`config.mk`:
```
export PLATFORM = sky130hd
export DESIGN_NAME = fcs_host
export DESIGN_NICKNAME = d
export VERILOG_FILES = /design/src/rtl/fcs_bus_cycle.v /design/src/rtl/fcs_host.v
export VERILOG_INCLUDE_DIRS = /design/src /design/src/shared
export SDC_FILE = /design/constraint.sdc
export NUM_CORES = 1
export LEC_CHECK = 0
export BUFFER_PORTS_ARGS = -buffer_cell sky130_fd_sc_hd__buf_2
export CORE_ASPECT_RATIO = 0.75
export CORE_UTILIZATION = 25
export CTS_BUF_LIST = sky130_fd_sc_hd__clkbuf_16
export CTS_CLUSTER_DIAMETER = 50
export DETAILED_ROUTE_END_ITERATION = 7
export GPL_ROUTABILITY_DRIVEN = 1
export PLACE_DENSITY = 0.47
export SLEW_MARGIN = 20
export SYNTH_ARGS = -nofsm -noshare
export SYNTH_HDL_FRONTEND = slang
export SYNTH_HIERARCHICAL = 1
export SYNTH_SLANG_ARGS = --single-unit
```
`constraint.sdc`:
```
create_clock -name pclk -period 2.9 [get_ports pclk]
set_input_delay 0.435 -clock pclk [delete_from_list [all_inputs] [get_ports pclk]]
set_output_delay 0.435 -clock pclk [all_outputs]
set_load 0.03 [all_outputs]
```
`src/shared/fcs_consts.vh`:
```
/*
 * constants for the flash command/status controller: register map,
 * controller command codes, flash command words and bus timing.
 * assumes a 100 MHz pclk and a word-wide (x16) parallel flash.
 */
`ifndef FCS_CONSTS_VH
`define FCS_CONSTS_VH

// ****************************************
// apb register map (byte offsets)
// ****************************************
`define FCS_REG_CTRL    8'h00
`define FCS_REG_ADDR    8'h04
`define FCS_REG_WDATA   8'h08
`define FCS_REG_STATUS  8'h0c
`define FCS_REG_RDATA   8'h10

// ****************************************
// controller commands (ctrl[3:0])
// ****************************************
`define FCS_OP_READ      4'h0
`define FCS_OP_RESET     4'h1
`define FCS_OP_PROG      4'h2
`define FCS_OP_BYP_ENTER 4'h3
`define FCS_OP_BYP_PROG  4'h4
`define FCS_OP_BYP_RESET 4'h5
`define FCS_OP_CHIP_ER   4'h6
`define FCS_OP_SECT_ER   4'h7
`define FCS_OP_SUSPEND   4'h8
`define FCS_OP_RESUME    4'h9
`define FCS_OP_AUTOSEL   4'ha
`define FCS_OP_POLL      4'hb
`define FCS_OP_LAST      4'hb

// ****************************************
// status register fields
// ****************************************
`define FCS_ST_BUSY      0
`define FCS_ST_DONE      1
`define FCS_ST_ERR       2
`define FCS_ST_TIMEOUT   3
`define FCS_ST_BYPASS    4
`define FCS_ST_ERASING   5
`define FCS_ST_SUSP      6
`define FCS_ST_RDY_PIN   7

// ****************************************
// flash command words (word mode)
// ****************************************
`define FCS_UNLOCK_A1    16'h0555
`define FCS_UNLOCK_A2    16'h02aa
`define FCS_D_UNLOCK1    8'haa
`define FCS_D_UNLOCK2    8'h55
`define FCS_D_RESET      8'hf0
`define FCS_D_PROGRAM    8'ha0
`define FCS_D_BYPASS     8'h20
`define FCS_D_AUTOSEL    8'h90
`define FCS_D_BYP_EXIT   8'h00
`define FCS_D_ERASE      8'h80
`define FCS_D_CHIP       8'h10
`define FCS_D_SECTOR     8'h30
`define FCS_D_SUSPEND    8'hb0
`define FCS_D_RESUME     8'h30

// ****************************************
// data bit positions of the status word
// ****************************************
`define FCS_DQ_POLLING   7
`define FCS_DQ_TOGGLE1   6
`define FCS_DQ_TIMEOUT   5

// ****************************************
// bus timing
// ****************************************
`define FCS_CLK_NS       10
`define FCS_T_SETUP_NS   10
`define FCS_T_WP_NS      35
`define FCS_T_ACC_NS     70
`define FCS_CYC(ns)      (((ns) + `FCS_CLK_NS - 1) / `FCS_CLK_NS)

`endif

```
`src/rtl/fcs_bus_cycle.v`:
```
/*
 * one asynchronous flash bus cycle, write or read, paced by pclk.
 * assumes start is only raised while the engine is idle; write, addr
 * and wdata are registered on the clock edge that takes start.
 */
`include "fcs_consts.vh"
`timescale 1ns/100ps
`default_nettype none

module fcs_bus_cycle
(
  input  wire        pclk,
  input  wire        presetn,
  input  wire        start,
  input  wire        write,
  input  wire [18:0] addr,
  input  wire [15:0] wdata,
  output reg         done,
  output reg  [15:0] rdata,
  output reg  [18:0] flash_addr,
  output reg  [15:0] flash_dq_out,
  output reg         flash_dq_oe,
  input  wire [15:0] flash_dq_in,
  output reg         flash_ce_n,
  output reg         flash_we_n,
  output reg         flash_oe_n
);

  localparam [1:0] S_IDLE   = 2'd0;
  localparam [1:0] S_SETUP  = 2'd1;
  localparam [1:0] S_STROBE = 2'd2;
  localparam [1:0] S_RECOV  = 2'd3;

  localparam integer SETUP_I = `FCS_CYC(`FCS_T_SETUP_NS);
  localparam integer WP_I    = `FCS_CYC(`FCS_T_WP_NS);
  localparam integer ACC_I   = `FCS_CYC(`FCS_T_ACC_NS);
  localparam [3:0] CYC_SETUP = SETUP_I[3:0];
  localparam [3:0] CYC_WP    = WP_I[3:0];
  localparam [3:0] CYC_ACC   = ACC_I[3:0];

  reg [1:0] state;
  reg [3:0] cnt;
  reg       is_write;

  always @(posedge pclk or negedge presetn)
  begin
    if (!presetn)
    begin
      state        <= S_IDLE;
      cnt          <= 4'h0;
      is_write     <= 1'b0;
      done         <= 1'b0;
      rdata        <= 16'h0000;
      flash_addr   <= 19'h00000;
      flash_dq_out <= 16'h0000;
      flash_dq_oe  <= 1'b0;
      flash_ce_n   <= 1'b1;
      flash_we_n   <= 1'b1;
      flash_oe_n   <= 1'b1;
    end
    else
    begin
      done <= 1'b0;
      case (state)
        S_IDLE:
        begin
          if (start)
          begin
            // chip select falls first, so the strobe fall is the later edge
            flash_addr   <= addr;
            flash_dq_out <= wdata;
            flash_dq_oe  <= write;
            is_write     <= write;
            flash_ce_n   <= 1'b0;
            cnt          <= CYC_SETUP - 4'h1;
            state        <= S_SETUP;
          end
        end
        S_SETUP:
        begin
          if (cnt != 4'h0)
            cnt <= cnt - 4'h1;
          else
          begin
            flash_we_n <= ~is_write;
            flash_oe_n <= is_write;
            cnt        <= (is_write ? CYC_WP : CYC_ACC) - 4'h1;
            state      <= S_STROBE;
          end
        end
        S_STROBE:
        begin
          if (cnt != 4'h0)
            cnt <= cnt - 4'h1;
          else
          begin
            // write strobe rises while select is still low: earlier rising edge
            flash_we_n <= 1'b1;
            flash_oe_n <= 1'b1;
            if (!is_write)
              rdata <= flash_dq_in;
            state <= S_RECOV;
          end
        end
        S_RECOV:
        begin
          // data stays driven one cycle past the strobe for hold time
          flash_ce_n  <= 1'b1;
          flash_dq_oe <= 1'b0;
          done        <= 1'b1;
          state       <= S_IDLE;
        end
        default:
          state <= S_IDLE;
      endcase
    end
  end

endmodule // fcs_bus_cycle

`default_nettype wire

```
`src/rtl/fcs_host.v`:
```
/*
 * host-side controller for an eight-bank parallel flash: software orders
 * command sequences and status polls over apb; results show in status
 * and read-data registers. assumes a x16 flash with word addressing and
 * an external pull-up on the open-drain ready/busy line.
 */
// The APB register port and the register offsets are this design's own decisions.
`include "fcs_consts.vh"
`timescale 1ns/100ps
`default_nettype none

module fcs_host
(
  input  wire        pclk,
  input  wire        presetn,
  input  wire        psel,
  input  wire        penable,
  input  wire        pwrite,
  input  wire [7:0]  paddr,
  input  wire [31:0] pwdata,
  output reg  [31:0] prdata,
  output wire        pready,
  output wire        pslverr,
  output wire [18:0] flash_addr,
  output wire [15:0] flash_dq_out,
  output wire        flash_dq_oe,
  input  wire [15:0] flash_dq_in,
  output wire        flash_ce_n,
  output wire        flash_we_n,
  output wire        flash_oe_n,
  input  wire        ready_busy_n
);

  // ****************************************
  // sequence tables
  // ****************************************
  function [2:0] seq_len;
    input [3:0] op;
    begin
      case (op)
        `FCS_OP_PROG, `FCS_OP_AUTOSEL:  seq_len = 3'd4;
        `FCS_OP_BYP_ENTER:              seq_len = 3'd3;
        `FCS_OP_BYP_PROG, `FCS_OP_BYP_RESET: seq_len = 3'd2;
        `FCS_OP_CHIP_ER, `FCS_OP_SECT_ER:    seq_len = 3'd6;
        default:                        seq_len = 3'd1;
      endcase
    end
  endfunction

  // returns {is_read, address, data} for one cycle of a sequence
  function [35:0] seq_cycle;
    input [3:0]  op;
    input [2:0]  step;
    input [18:0] a;
    input [15:0] d;
    reg   [18:0] bank;
    reg   [18:0] sector;
    reg   [18:0] u1;
    reg   [18:0] u2;
    begin
      bank   = {a[18:16], 16'h0000};
      sector = {a[18:12], 12'h000};
      u1     = {3'b000, `FCS_UNLOCK_A1};
      u2     = {3'b000, `FCS_UNLOCK_A2};
      seq_cycle = {1'b0, u1, 8'h00, `FCS_D_UNLOCK1};
      case (op)
        `FCS_OP_READ, `FCS_OP_POLL:
          seq_cycle = {1'b1, a, 16'h0000};
        `FCS_OP_RESET:
          seq_cycle = {1'b0, bank, 8'h00, `FCS_D_RESET};
        `FCS_OP_SUSPEND:
          seq_cycle = {1'b0, bank, 8'h00, `FCS_D_SUSPEND};
        `FCS_OP_RESUME:
          seq_cycle = {1'b0, bank, 8'h00, `FCS_D_RESUME};
        `FCS_OP_BYP_PROG:
          if (step == 3'd0)
            seq_cycle = {1'b0, 19'h00000, 8'h00, `FCS_D_PROGRAM};
          else
            seq_cycle = {1'b0, a, d};
        `FCS_OP_BYP_RESET:
          if (step == 3'd0)
            seq_cycle = {1'b0, bank, 8'h00, `FCS_D_AUTOSEL};
          else
            seq_cycle = {1'b0, 19'h00000, 8'h00, `FCS_D_BYP_EXIT};
        default:
        begin
          case (step)
            3'd0: seq_cycle = {1'b0, u1, 8'h00, `FCS_D_UNLOCK1};
            3'd1: seq_cycle = {1'b0, u2, 8'h00, `FCS_D_UNLOCK2};
            3'd2:
              case (op)
                `FCS_OP_PROG:      seq_cycle = {1'b0, u1, 8'h00, `FCS_D_PROGRAM};
                `FCS_OP_BYP_ENTER: seq_cycle = {1'b0, u1, 8'h00, `FCS_D_BYPASS};
                `FCS_OP_AUTOSEL:   seq_cycle = {1'b0, bank | u1, 8'h00, `FCS_D_AUTOSEL};
                default:           seq_cycle = {1'b0, u1, 8'h00, `FCS_D_ERASE};
              endcase
            3'd3:
              if (op == `FCS_OP_PROG)
                seq_cycle = {1'b0, a, d};
              else if (op == `FCS_OP_AUTOSEL)
                seq_cycle = {1'b1, a, 16'h0000};
              else
                seq_cycle = {1'b0, u1, 8'h00, `FCS_D_UNLOCK1};
            3'd4: seq_cycle = {1'b0, u2, 8'h00, `FCS_D_UNLOCK2};
            default:
              if (op == `FCS_OP_SECT_ER)
                seq_cycle = {1'b0, sector, 8'h00, `FCS_D_SECTOR};
              else
                seq_cycle = {1'b0, u1, 8'h00, `FCS_D_CHIP};
          endcase
        end
      endcase
    end
  endfunction

  // ****************************************
  // registers and state
  // ****************************************
  localparam [1:0] S_IDLE = 2'd0;
  localparam [1:0] S_SEQ  = 2'd1;
  localparam [1:0] S_POLL = 2'd2;
  localparam [1:0] S_LAST = 2'd3;

  reg  [1:0]  state;
  reg  [3:0]  op;
  reg  [2:0]  step;
  reg  [18:0] addr_reg;
  reg  [15:0] wdata_reg;
  reg  [15:0] rdata_reg;
  reg         done_flag;
  reg         err_flag;
  reg         timeout_seen;
  reg         timeout_hit;
  reg         bypass;
  reg         erasing;
  reg         suspended;
  reg         first_read;
  reg         prev_toggle;
  reg         eng_start;
  reg         eng_write;
  reg  [18:0] eng_addr;
  reg  [15:0] eng_wdata;
  wire        eng_done;
  wire [15:0] eng_rdata;
  wire [35:0] cyc_now;
  wire [35:0] cyc_next;
  wire [2:0]  op_len;
  wire        setup_ph;
  wire        wr_ctrl;
  wire        legal;
  wire        mapped;
  wire        new_toggle;

  assign pready   = 1'b1;
  assign setup_ph = psel & ~penable;
  assign mapped   = (paddr == `FCS_REG_CTRL) | (paddr == `FCS_REG_ADDR) | (paddr == `FCS_REG_WDATA) |
                    (paddr == `FCS_REG_STATUS) | (paddr == `FCS_REG_RDATA);
  assign pslverr  = psel & penable & ~mapped;
  assign wr_ctrl  = psel & penable & pwrite & (paddr == `FCS_REG_CTRL) & (state == S_IDLE);
  assign op_len   = seq_len(op);
  assign cyc_now  = seq_cycle(pwdata[3:0], 3'd0, addr_reg, wdata_reg);
  assign cyc_next = seq_cycle(op, step + 3'd1, addr_reg, wdata_reg);
  assign new_toggle = eng_rdata[`FCS_DQ_TOGGLE1];

  // bypass mode accepts only its own program, exit, reads and polls
  assign legal = (pwdata[3:0] <= `FCS_OP_LAST) &&
                 (pwdata[3:0] != `FCS_OP_BYP_PROG || bypass) &&
                 (!bypass || pwdata[3:0] == `FCS_OP_BYP_PROG || pwdata[3:0] == `FCS_OP_BYP_RESET ||
                  pwdata[3:0] == `FCS_OP_READ || pwdata[3:0] == `FCS_OP_POLL) &&
                 (pwdata[3:0] != `FCS_OP_SUSPEND || (erasing && !suspended)) &&
                 (pwdata[3:0] != `FCS_OP_RESUME || suspended);

  // ****************************************
  // apb register file
  // ****************************************
  always @(posedge pclk or negedge presetn)
  begin
    if (!presetn)
    begin
      prdata    <= 32'h00000000;
      addr_reg  <= 19'h00000;
      wdata_reg <= 16'h0000;
    end
    else
    begin
      if (psel & penable & pwrite & (paddr == `FCS_REG_ADDR))
        addr_reg <= pwdata[18:0];
      if (psel & penable & pwrite & (paddr == `FCS_REG_WDATA))
        wdata_reg <= pwdata[15:0];
      if (setup_ph & ~pwrite)
      begin
        case (paddr)
          `FCS_REG_CTRL:   prdata <= {28'h0000000, op};
          `FCS_REG_ADDR:   prdata <= {13'h0000, addr_reg};
          `FCS_REG_WDATA:  prdata <= {16'h0000, wdata_reg};
          `FCS_REG_STATUS: prdata <= {24'h000000, ready_busy_n, suspended, erasing, bypass,
                                      timeout_hit, err_flag, done_flag, state != S_IDLE};
          `FCS_REG_RDATA:  prdata <= {16'h0000, rdata_reg};
          default:         prdata <= 32'h00000000;
        endcase
      end
    end
  end

  // ****************************************
  // command sequencer and status poll
  // ****************************************
  always @(posedge pclk or negedge presetn)
  begin
    if (!presetn)
    begin
      state        <= S_IDLE;
      op           <= `FCS_OP_READ;
      step         <= 3'd0;
      rdata_reg    <= 16'h0000;
      done_flag    <= 1'b0;
      err_flag     <= 1'b0;
      timeout_seen <= 1'b0;
      timeout_hit  <= 1'b0;
      bypass       <= 1'b0;
      erasing      <= 1'b0;
      suspended    <= 1'b0;
      first_read   <= 1'b0;
      prev_toggle  <= 1'b0;
      eng_start    <= 1'b0;
      eng_write    <= 1'b0;
      eng_addr     <= 19'h00000;
      eng_wdata    <= 16'h0000;
    end
    else
    begin
      eng_start <= 1'b0;
      case (state)
        S_IDLE:
        begin
          if (wr_ctrl)
          begin
            op        <= pwdata[3:0];
            step      <= 3'd0;
            done_flag <= ~legal;
            err_flag  <= ~legal;
            if (legal)
            begin
              eng_start <= 1'b1;
              eng_write <= ~cyc_now[35];
              eng_addr  <= cyc_now[34:16];
              eng_wdata <= cyc_now[15:0];
              state     <= S_SEQ;
            end
          end
        end
        S_SEQ:
        begin
          if (eng_done)
          begin
            if (!eng_write)
              rdata_reg <= eng_rdata;
            if (step == op_len - 3'd1)
            begin
              // state of the flash as this controller tracks it
              case (op)
                `FCS_OP_BYP_ENTER: bypass <= 1'b1;
                `FCS_OP_BYP_RESET: bypass <= 1'b0;
                `FCS_OP_CHIP_ER, `FCS_OP_SECT_ER: erasing <= 1'b1;
                `FCS_OP_SUSPEND:   suspended <= 1'b1;
                `FCS_OP_RESUME:    suspended <= 1'b0;
                `FCS_OP_RESET:     timeout_hit <= 1'b0;
                default:           erasing <= erasing;
              endcase
              if (op == `FCS_OP_PROG || op == `FCS_OP_BYP_PROG || op == `FCS_OP_POLL)
              begin
                // first poll read follows the final write strobe rise, or the single sequence read of a poll
                first_read   <= 1'b1;
                timeout_seen <= 1'b0;
                eng_start    <= 1'b1;
                eng_write    <= 1'b0;
                eng_wdata    <= 16'h0000;
                eng_addr     <= addr_reg;
                state        <= S_POLL;
              end
              else
              begin
                done_flag <= 1'b1;
                state     <= S_IDLE;
              end
            end
            else
            begin
              step      <= step + 3'd1;
              eng_start <= 1'b1;
              eng_write <= ~cyc_next[35];
              eng_addr  <= cyc_next[34:16];
              eng_wdata <= cyc_next[15:0];
            end
          end
        end
        S_POLL:
        begin
          // busy-bank reads flip toggle bit one; it stops on completion, on
          // suspend, and after the short busy of protected targets
          if (eng_done)
          begin
            prev_toggle <= new_toggle;
            first_read  <= 1'b0;
            eng_start   <= 1'b1;
            if (!first_read && new_toggle == prev_toggle)
              state <= S_LAST;
            else if (!first_read && eng_rdata[`FCS_DQ_TIMEOUT])
            begin
              // toggle rechecked once after the flag rose, then failure
              if (timeout_seen)
              begin
                eng_start   <= 1'b0;
                timeout_hit <= 1'b1;
                err_flag    <= 1'b1;
                done_flag   <= 1'b1;
                rdata_reg   <= eng_rdata;
                state       <= S_IDLE;
              end
              timeout_seen <= 1'b1;
            end
          end
        end
        S_LAST:
        begin
          // near completion bits 6..0 may lag, so one more read is kept
          if (eng_done)
          begin
            rdata_reg <= eng_rdata;
            done_flag <= 1'b1;
            if (!suspended)
              erasing <= 1'b0;
            state <= S_IDLE;
          end
        end
        default:
          state <= S_IDLE;
      endcase
    end
  end

  fcs_bus_cycle u_cycle
  (
    .pclk         (pclk),
    .presetn      (presetn),
    .start        (eng_start),
    .write        (eng_write),
    .addr         (eng_addr),
    .wdata        (eng_wdata),
    .done         (eng_done),
    .rdata        (eng_rdata),
    .flash_addr   (flash_addr),
    .flash_dq_out (flash_dq_out),
    .flash_dq_oe  (flash_dq_oe),
    .flash_dq_in  (flash_dq_in),
    .flash_ce_n   (flash_ce_n),
    .flash_we_n   (flash_we_n),
    .flash_oe_n   (flash_oe_n)
  );

endmodule // fcs_host

`default_nettype wire

```
==> results of run 1 <==
[routing by layer]
layer / wire length, um / GRT usage / part of all wire / up-vias
li1: - / - / - / 3272
met1: 14500 / 0.236 / 0.54 / 3429
met2: 10600 / 0.190 / 0.39 / 234
met3: 1740 / 0.0398 / 0.064 / 8
met4: 128 / 0.0254 / 0.0047 / 0
met5: 0 / 0 / 0 / -
[cell families (layout without fill, tap and decap cells)]
family,after synthesis,after routing,synth area share
flip-flops,188,188,0.508
multiplexers,120,120,0.148
XOR/XNOR,1,1,0.000945
AO/OA/AOI/OAI,186,186,0.136
other,2,16,0.000810
buffers and inverters,87,204,0.0499
adder cells (fa/ha/maj),15,15,0.0202
AND/OR/NAND/NOR,250,250,0.136
[path summary, 6_finish.rpt]
check                           depth (start not counted)  slack (ns)                 startpoint                                  end
min in group asynchronous                               2        0.51                    presetn  u_cycle/flash_dq_out[7]$_DFFE_PN0P_
worst max register to register                          7        0.20          op[1]$_DFFE_PN0P_              eng_addr[2]$_DFFE_PN0P_
worst min register to register                          2        0.47  eng_wdata[11]$_DFFE_PN0P_            eng_wdata[11]$_DFFE_PN0P_
worst min-delay path                                    2        0.21             flash_dq_in[6]         u_cycle/rdata[6]$_DFFE_PN0P_
max in group asynchronous                               3        1.56                    presetn            rdata_reg[11]$_DFFE_PN0P_
worst max-delay path                                    7        0.20          op[1]$_DFFE_PN0P_              eng_addr[2]$_DFFE_PN0P_
[placed cells by master (no fill, tap or decap), types with 3 or more instances in the layout]
cell,count
inv_1,25
o31ai_1,5
buf_12,6
nand2_1,88
mux2i_1,11
inv_6,5
conb_1,14
a31oi_1,15
a22oi_1,6
or3_1,6
nand4b_1,3
and2_1,4
nor2b_1,9
o21ai_0,42
clkbuf_16,17
or2_2,3
mux2_2,99
nor2_1,62
ha_1,15
o22ai_1,5
a222oi_1,12
nor3_1,10
nand2b_1,13
buf_2,106
a211oi_1,7
bufinv_16,4
nand3_1,23
dfstp_2,3
a221oi_1,4
a21oi_1,51
mux2_4,10
buf_4,34
dfrtp_1,185
a22o_1,3
and3_1,5
[metrics by stage]
step	util	instances	power (mW)	hold slack [ns]
finish	0.308	1476	9.79	0.214
global route	0.308	1474	10.4	0.189
CTS	0.308	1474	9.90	0.188
detailed placement	0.290	1441	7.28	0.437
global placement	0.290	1441	7.22	0.440
floorplan	-	861	6.15	0.139
[power by group through the flow]
stage          clock (mW)  sequential (mW)  combinational, mW
3_5_place_dp            0             3.81               3.48
4_1_cts              2.66             3.75               3.49
3_3_place_gp            0             3.79               3.43
6_report             2.58             3.74               3.47
2_1_floorplan           0             3.87               2.29
5_1_grt              2.78             3.83               3.79
[cell type report]
| cell class | instances | area (sq um) | share of cell area |
|---|---|---|---|
| clock inverter | 15 | 209 | 0.0188 |
| sequential | 188 | 4710 | 0.423 |
| inverter | 24 | 90.1 | 0.00809 |
| clock buffer | 17 | 425 | 0.0382 |
| multi-input combinational | 586 | 4150 | 0.373 |
| antenna | 2 | 5.00 | 0.000449 |
| timing repair buffer | 148 | 930 | 0.0835 |
| tap | 496 | 621 | 0.0557 |
==> metrics, run 1 <==
Worst path slowest cell nor4_1; crit-path max FO 25; synth warn 6; Vias 6,943; DP Area 0.0105 sq mm; first drt pass iteration count 6; total setup buffers inserted after CTS 0; clock power share 0.264; top-count cell post-synth dfrtp_1; Die W 224 um; Post-Route WL 27.0 mm; clock skew 0.0185 ns; HP Class in2reg; Final Slew Violations 0; status finished, final reports clean; synth top area cells dfrtp_1, mux2_2, nand2_1, a21oi_1, nor2_1; CP Launch Type flop; Fillers 3,796; Die ar. between 0.03 and 0.04 sq mm; number of H-tree levels 4; Syn Std Cell Area 0.00927 sq mm; crit end category flop; # setup viols final 0; global-route wire length before repair just over 40 mm; number of clock sinks ~190; max frequency between 0.3 and 0.4 GHz; crit-path max cell delay roughly 0.59 ns; setup tns final 0 ns; RSZ-0062 raised after global routing no; synth cell count leaders dfrtp_1, mux2_2, nand2_1; boundary pin count 135; die height about 170 um; GR Util All Layers 0.147; sequential-to-total area share from yosys stat 0.508; Leak 5.11 nW; Comb pwr share 0.354; antenna-violating nets left 0; routed length per instance 18.3 um; Post-synth EDFFs 0; vias in the first global route 6,490; Tightest Pin Transition 0.666 ns; Pint a little over 6 mW; hold_buf cts 1; Synth area leader dfrtp_1; crit-path leading delay family simple AND/OR/NAND/NOR gates; #FFs+latches synth 188; num rows 60; Top FF cell, synth dfrtp_1; CP Cell Sequence and4b_1 > nor4_1 > nor4_4 > a311o_1 > buf_12 > nor2_1 > a21oi_1; Clock Tree Buf Depth 2; Crit path buffers/inverters 1; Netlist cell types 81; CTS resizes 0; FFs w/ async S/R, synth 1.00; share of cells above drive strength 1 0.320; P&R area growth vs syn 20.1%; final setup margin 0.202 ns; Peak supply drop 0.347 mV; area share of the largest cell type after synthesis 0.499; post-place setup slack 0.169 ns; Worst Path Arrival 3.03 ns; largest net degree at the start of global routing 81; sw power 3.61 mW; Detail Placement HPWL 20.3 mm; clock buffer count from CTS 17; fin area 0.0111 sq mm; Layout Nets ~1,000; Crit Path Category reg2reg; crit share post-route 0.930; initial antenna violation count 2; Clock transition at path regs roughly 0.08 ns; core footprint ~0.036 sq mm; Root Driver clkbuf_16; Max-Cap Viols 0; Avg Vias per Cell 4.70; total gr overflow 0; switching share of power 0.369; TritonCTS clock tree yes; Syn Area/Cell ~11 sq um; DRC violations left 0; post-synthesis cell count 849; PD cells 879 mW/mm^2; Final Hold Viols 0; Final min period 2.70 ns; Slew headroom 0.552; Worst Path Required 3.23 ns; Port Buffer Count 107; Flop pwr share 0.382; clock latency at the later pin of the worst-skew pair 0.45 ns; DRT iter0 DRCs between 600 and 700; RePlAce Congestion 0.830; Initial Util 0.256
Power figures use the tool's default switching activity.
==> run 2, diff against run 1 <==
ABC_AREA = 1   (was unset)
==> metrics, run 2 <==
status finished, final reports clean; Avg Vias per Cell 4.53; HP Class in2async; clock power share 0.255; most common cell after layout, fill and taps aside nand2_1; PD cells 805 mW/mm^2; # setup viols final 0; setup tns final 0 ns; Initial Util 0.256; Comb pwr share 0.370; final setup margin slightly above 0.3 ns; clock latency at the later pin of the worst-skew pair 0.45 ns; hold_buf cts 0; DRC violations left 0; CP Launch Type flop; post-synthesis cell count 1,310; clock skew ~0.016 ns; top-count cell post-synth nand2_1; CTS resizes 0; Worst Path Arrival around 3 ns; Crit Path Category reg2reg; Pint roughly 5.4 mW; number of H-tree levels 4; initial antenna violation count 0; most frequent cells in the layout nand2_1, dfrtp_1, inv_1; total gr overflow 0; Flop pwr share 0.375; area share of the largest cell type after synthesis 0.469; P&R area growth vs syn 17.3%; largest net degree at the start of global routing 81; Final Hold Viols 0; Layout Nets 1,500; RePlAce Congestion 0.899; ant diodes 0; core footprint ~0.039 sq mm; total setup buffers inserted after CTS 0; Syn Area/Cell roughly 7.5 sq um; routed length per instance around 16 um; Final Slew Violations 0; crit end category flop; #FFs+latches synth about 190; GR Util All Layers 0.163; Slew headroom 0.359; Post-Route WL 32.0 mm; antenna-violating nets left 0; die height 174 um; Leak 6.16 nW; boundary pin count roughly 140; Peak supply drop 0.401 mV; RSZ-0062 raised after global routing no; global-route wire length before repair around 50 mm; num rows 62; Vias 8,824; share of cells above drive strength 1 0.150; Clock Tree Buf Depth 2; number of clock sinks 188; Detail Placement HPWL 24.5 mm; clock buffer count from CTS 17; first drt pass iteration count 5; post-place setup slack 0.262 ns; TritonCTS clock tree yes; Final min period between 2 and 3 ns; sw power 3.94 mW; crit-path max FO 8; vias in the first global route 8,640; Root Driver clkbuf_16; max frequency slightly below 0.4 GHz; Tightest Pin Transition 0.959 ns; Die W 231 um; DRT iter0 DRCs 636; sequential-to-total area share from yosys stat 0.477; Top FF cell, synth dfrtp_1; Netlist cell types 48; Die ar. ~0.040 sq mm; synth top area cells dfrtp_1, nand2_1, o21ai_0, nand3_1, inv_1; crit share post-route 0.895; synth warn 6; FFs w/ async S/R, synth 1.00; Clock transition at path regs 0.08 ns; switching share of power 0.422; Max-Cap Viols 0; Synth area leader dfrtp_1; Worst Path Required 3.30 ns; Post-synth EDFFs 0; Fillers 4,200; synth cell count leaders nand2_1, dfrtp_1, inv_1; Port Buffer Count ~110; Syn Std Cell Area 0.00987 sq mm
==> run 2: cell count changes in the layout (fill, tap and decap cells not counted), sizes merged, moves of 11 or more <==
cell    delta
mux2     -105
nor2      +19
a21oi     -18
nand2    +442
inv      +101
nand4     +11
a31oi     -15
o21ai     +69
mux2i     -11
nand2b    -13
a222oi    -12
nand3     +72
==> run 2: logic make-up after synthesis <==
| kind of cell | count (synthesis) | synth area share |
|---|---|---|
| AND/OR/NAND/NOR | 735 | 0.312 |
| adder cells (fa/ha/maj) | 15 | 0.0190 |
| AO/OA/AOI/OAI | 180 | 0.100 |
| buffers and inverters | 186 | 0.0861 |
| other | 2 | 0.000761 |
| multiplexers | 4 | 0.00456 |
| flip-flops | 188 | 0.477 |
==> run 2: final timing paths <==
kind | from | to | slack, ns | cells past startpoint
hold reg to reg | eng_addr[10]$_DFFE_PN0P_ | u_cycle/flash_addr[10]$_DFFE_PN0P_ | 0.47 | 2
hold / removal | presetn | u_cycle/cnt[2]$_DFFE_PN0P_ | 0.009 | 1
setup / recovery | step[0]$_DFFE_PN0P_ | eng_addr[15]$_DFFE_PN0P_ | 0.30 | 17
max in group asynchronous | presetn | eng_wdata[7]$_DFFE_PN0P_ | 2.09 | 2
setup reg to reg | step[0]$_DFFE_PN0P_ | eng_addr[15]$_DFFE_PN0P_ | 0.30 | 17
min in group pclk | flash_dq_in[14] | u_cycle/rdata[14]$_DFFE_PN0P_ | 0.22 | 3
==> run 2: routing by layer <==
| layer | GRT usage | routed length, um | vias up |
|---|---|---|---|
| met1 | 0.237 | 16200 | 4282 |
| met4 | 0.0361 | 405 | 0 |
| met2 | 0.248 | 14100 | 155 |
| met3 | 0.0328 | 1280 | 23 |
| met5 | 0 | 0 | - |
| li1 | - | - | 4364 |
==> run 2: cell type report <==
| cell class | count | area [sq um] | area share |
|---|---|---|---|
| sequential | 188 | 4710 | 0.407 |
| multi-input combinational | 948 | 4360 | 0.377 |
| timing repair buffer | 140 | 805 | 0.0695 |
| tap | 512 | 641 | 0.0553 |
| inverter | 128 | 483 | 0.0417 |
| clock buffer | 17 | 425 | 0.0367 |
| clock inverter | 15 | 155 | 0.0134 |
==> run 2: per-stage QoR <==
step | cell area, sq um | instances | power (mW) | hold slack [ns] | util
3_5_place_dp | 11000 | 1916 | 7.02 | 0.461 | 0.285
5_1_grt | 11600 | 1948 | 10.0 | 0.0566 | 0.300
6_report | 11600 | 1948 | 9.32 | 0.00877 | 0.300
3_3_place_gp | 11000 | 1916 | 7.01 | 0.457 | 0.285
4_1_cts | 11600 | 1948 | 9.42 | 0.0431 | 0.300
2_1_floorplan | 9910 | 1322 | 6.03 | 0.139 | -
==> run 2: power groups by stage <==
stage	sequential, mW	clock (mW)	combinational [mW]
after detailed placement	3.55	0	3.47
after global placement	3.54	0	3.46
final	3.49	2.38	3.45
after CTS	3.50	2.43	3.49
after global routing	3.56	2.55	3.91
after floorplan	3.63	0	2.40
==> run 2: worst max-delay path, cell delays in order, from the launching register on <==
cell,delay [ns]
dfrtp_1,0.44
ha_1,0.24
ha_1,0.31
inv_1,0.07
nand2_1,0.11
inv_1,0.10
buf_4,0.18
nor2_1,0.16
nand2_1,0.12
inv_1,0.18
nand2_1,0.07
nand3_1,0.08
nand2_1,0.05
nand2_1,0.05
nand2_1,0.05
nand2_1,0.16
nand2_1,0.07
nand2_1,0.09
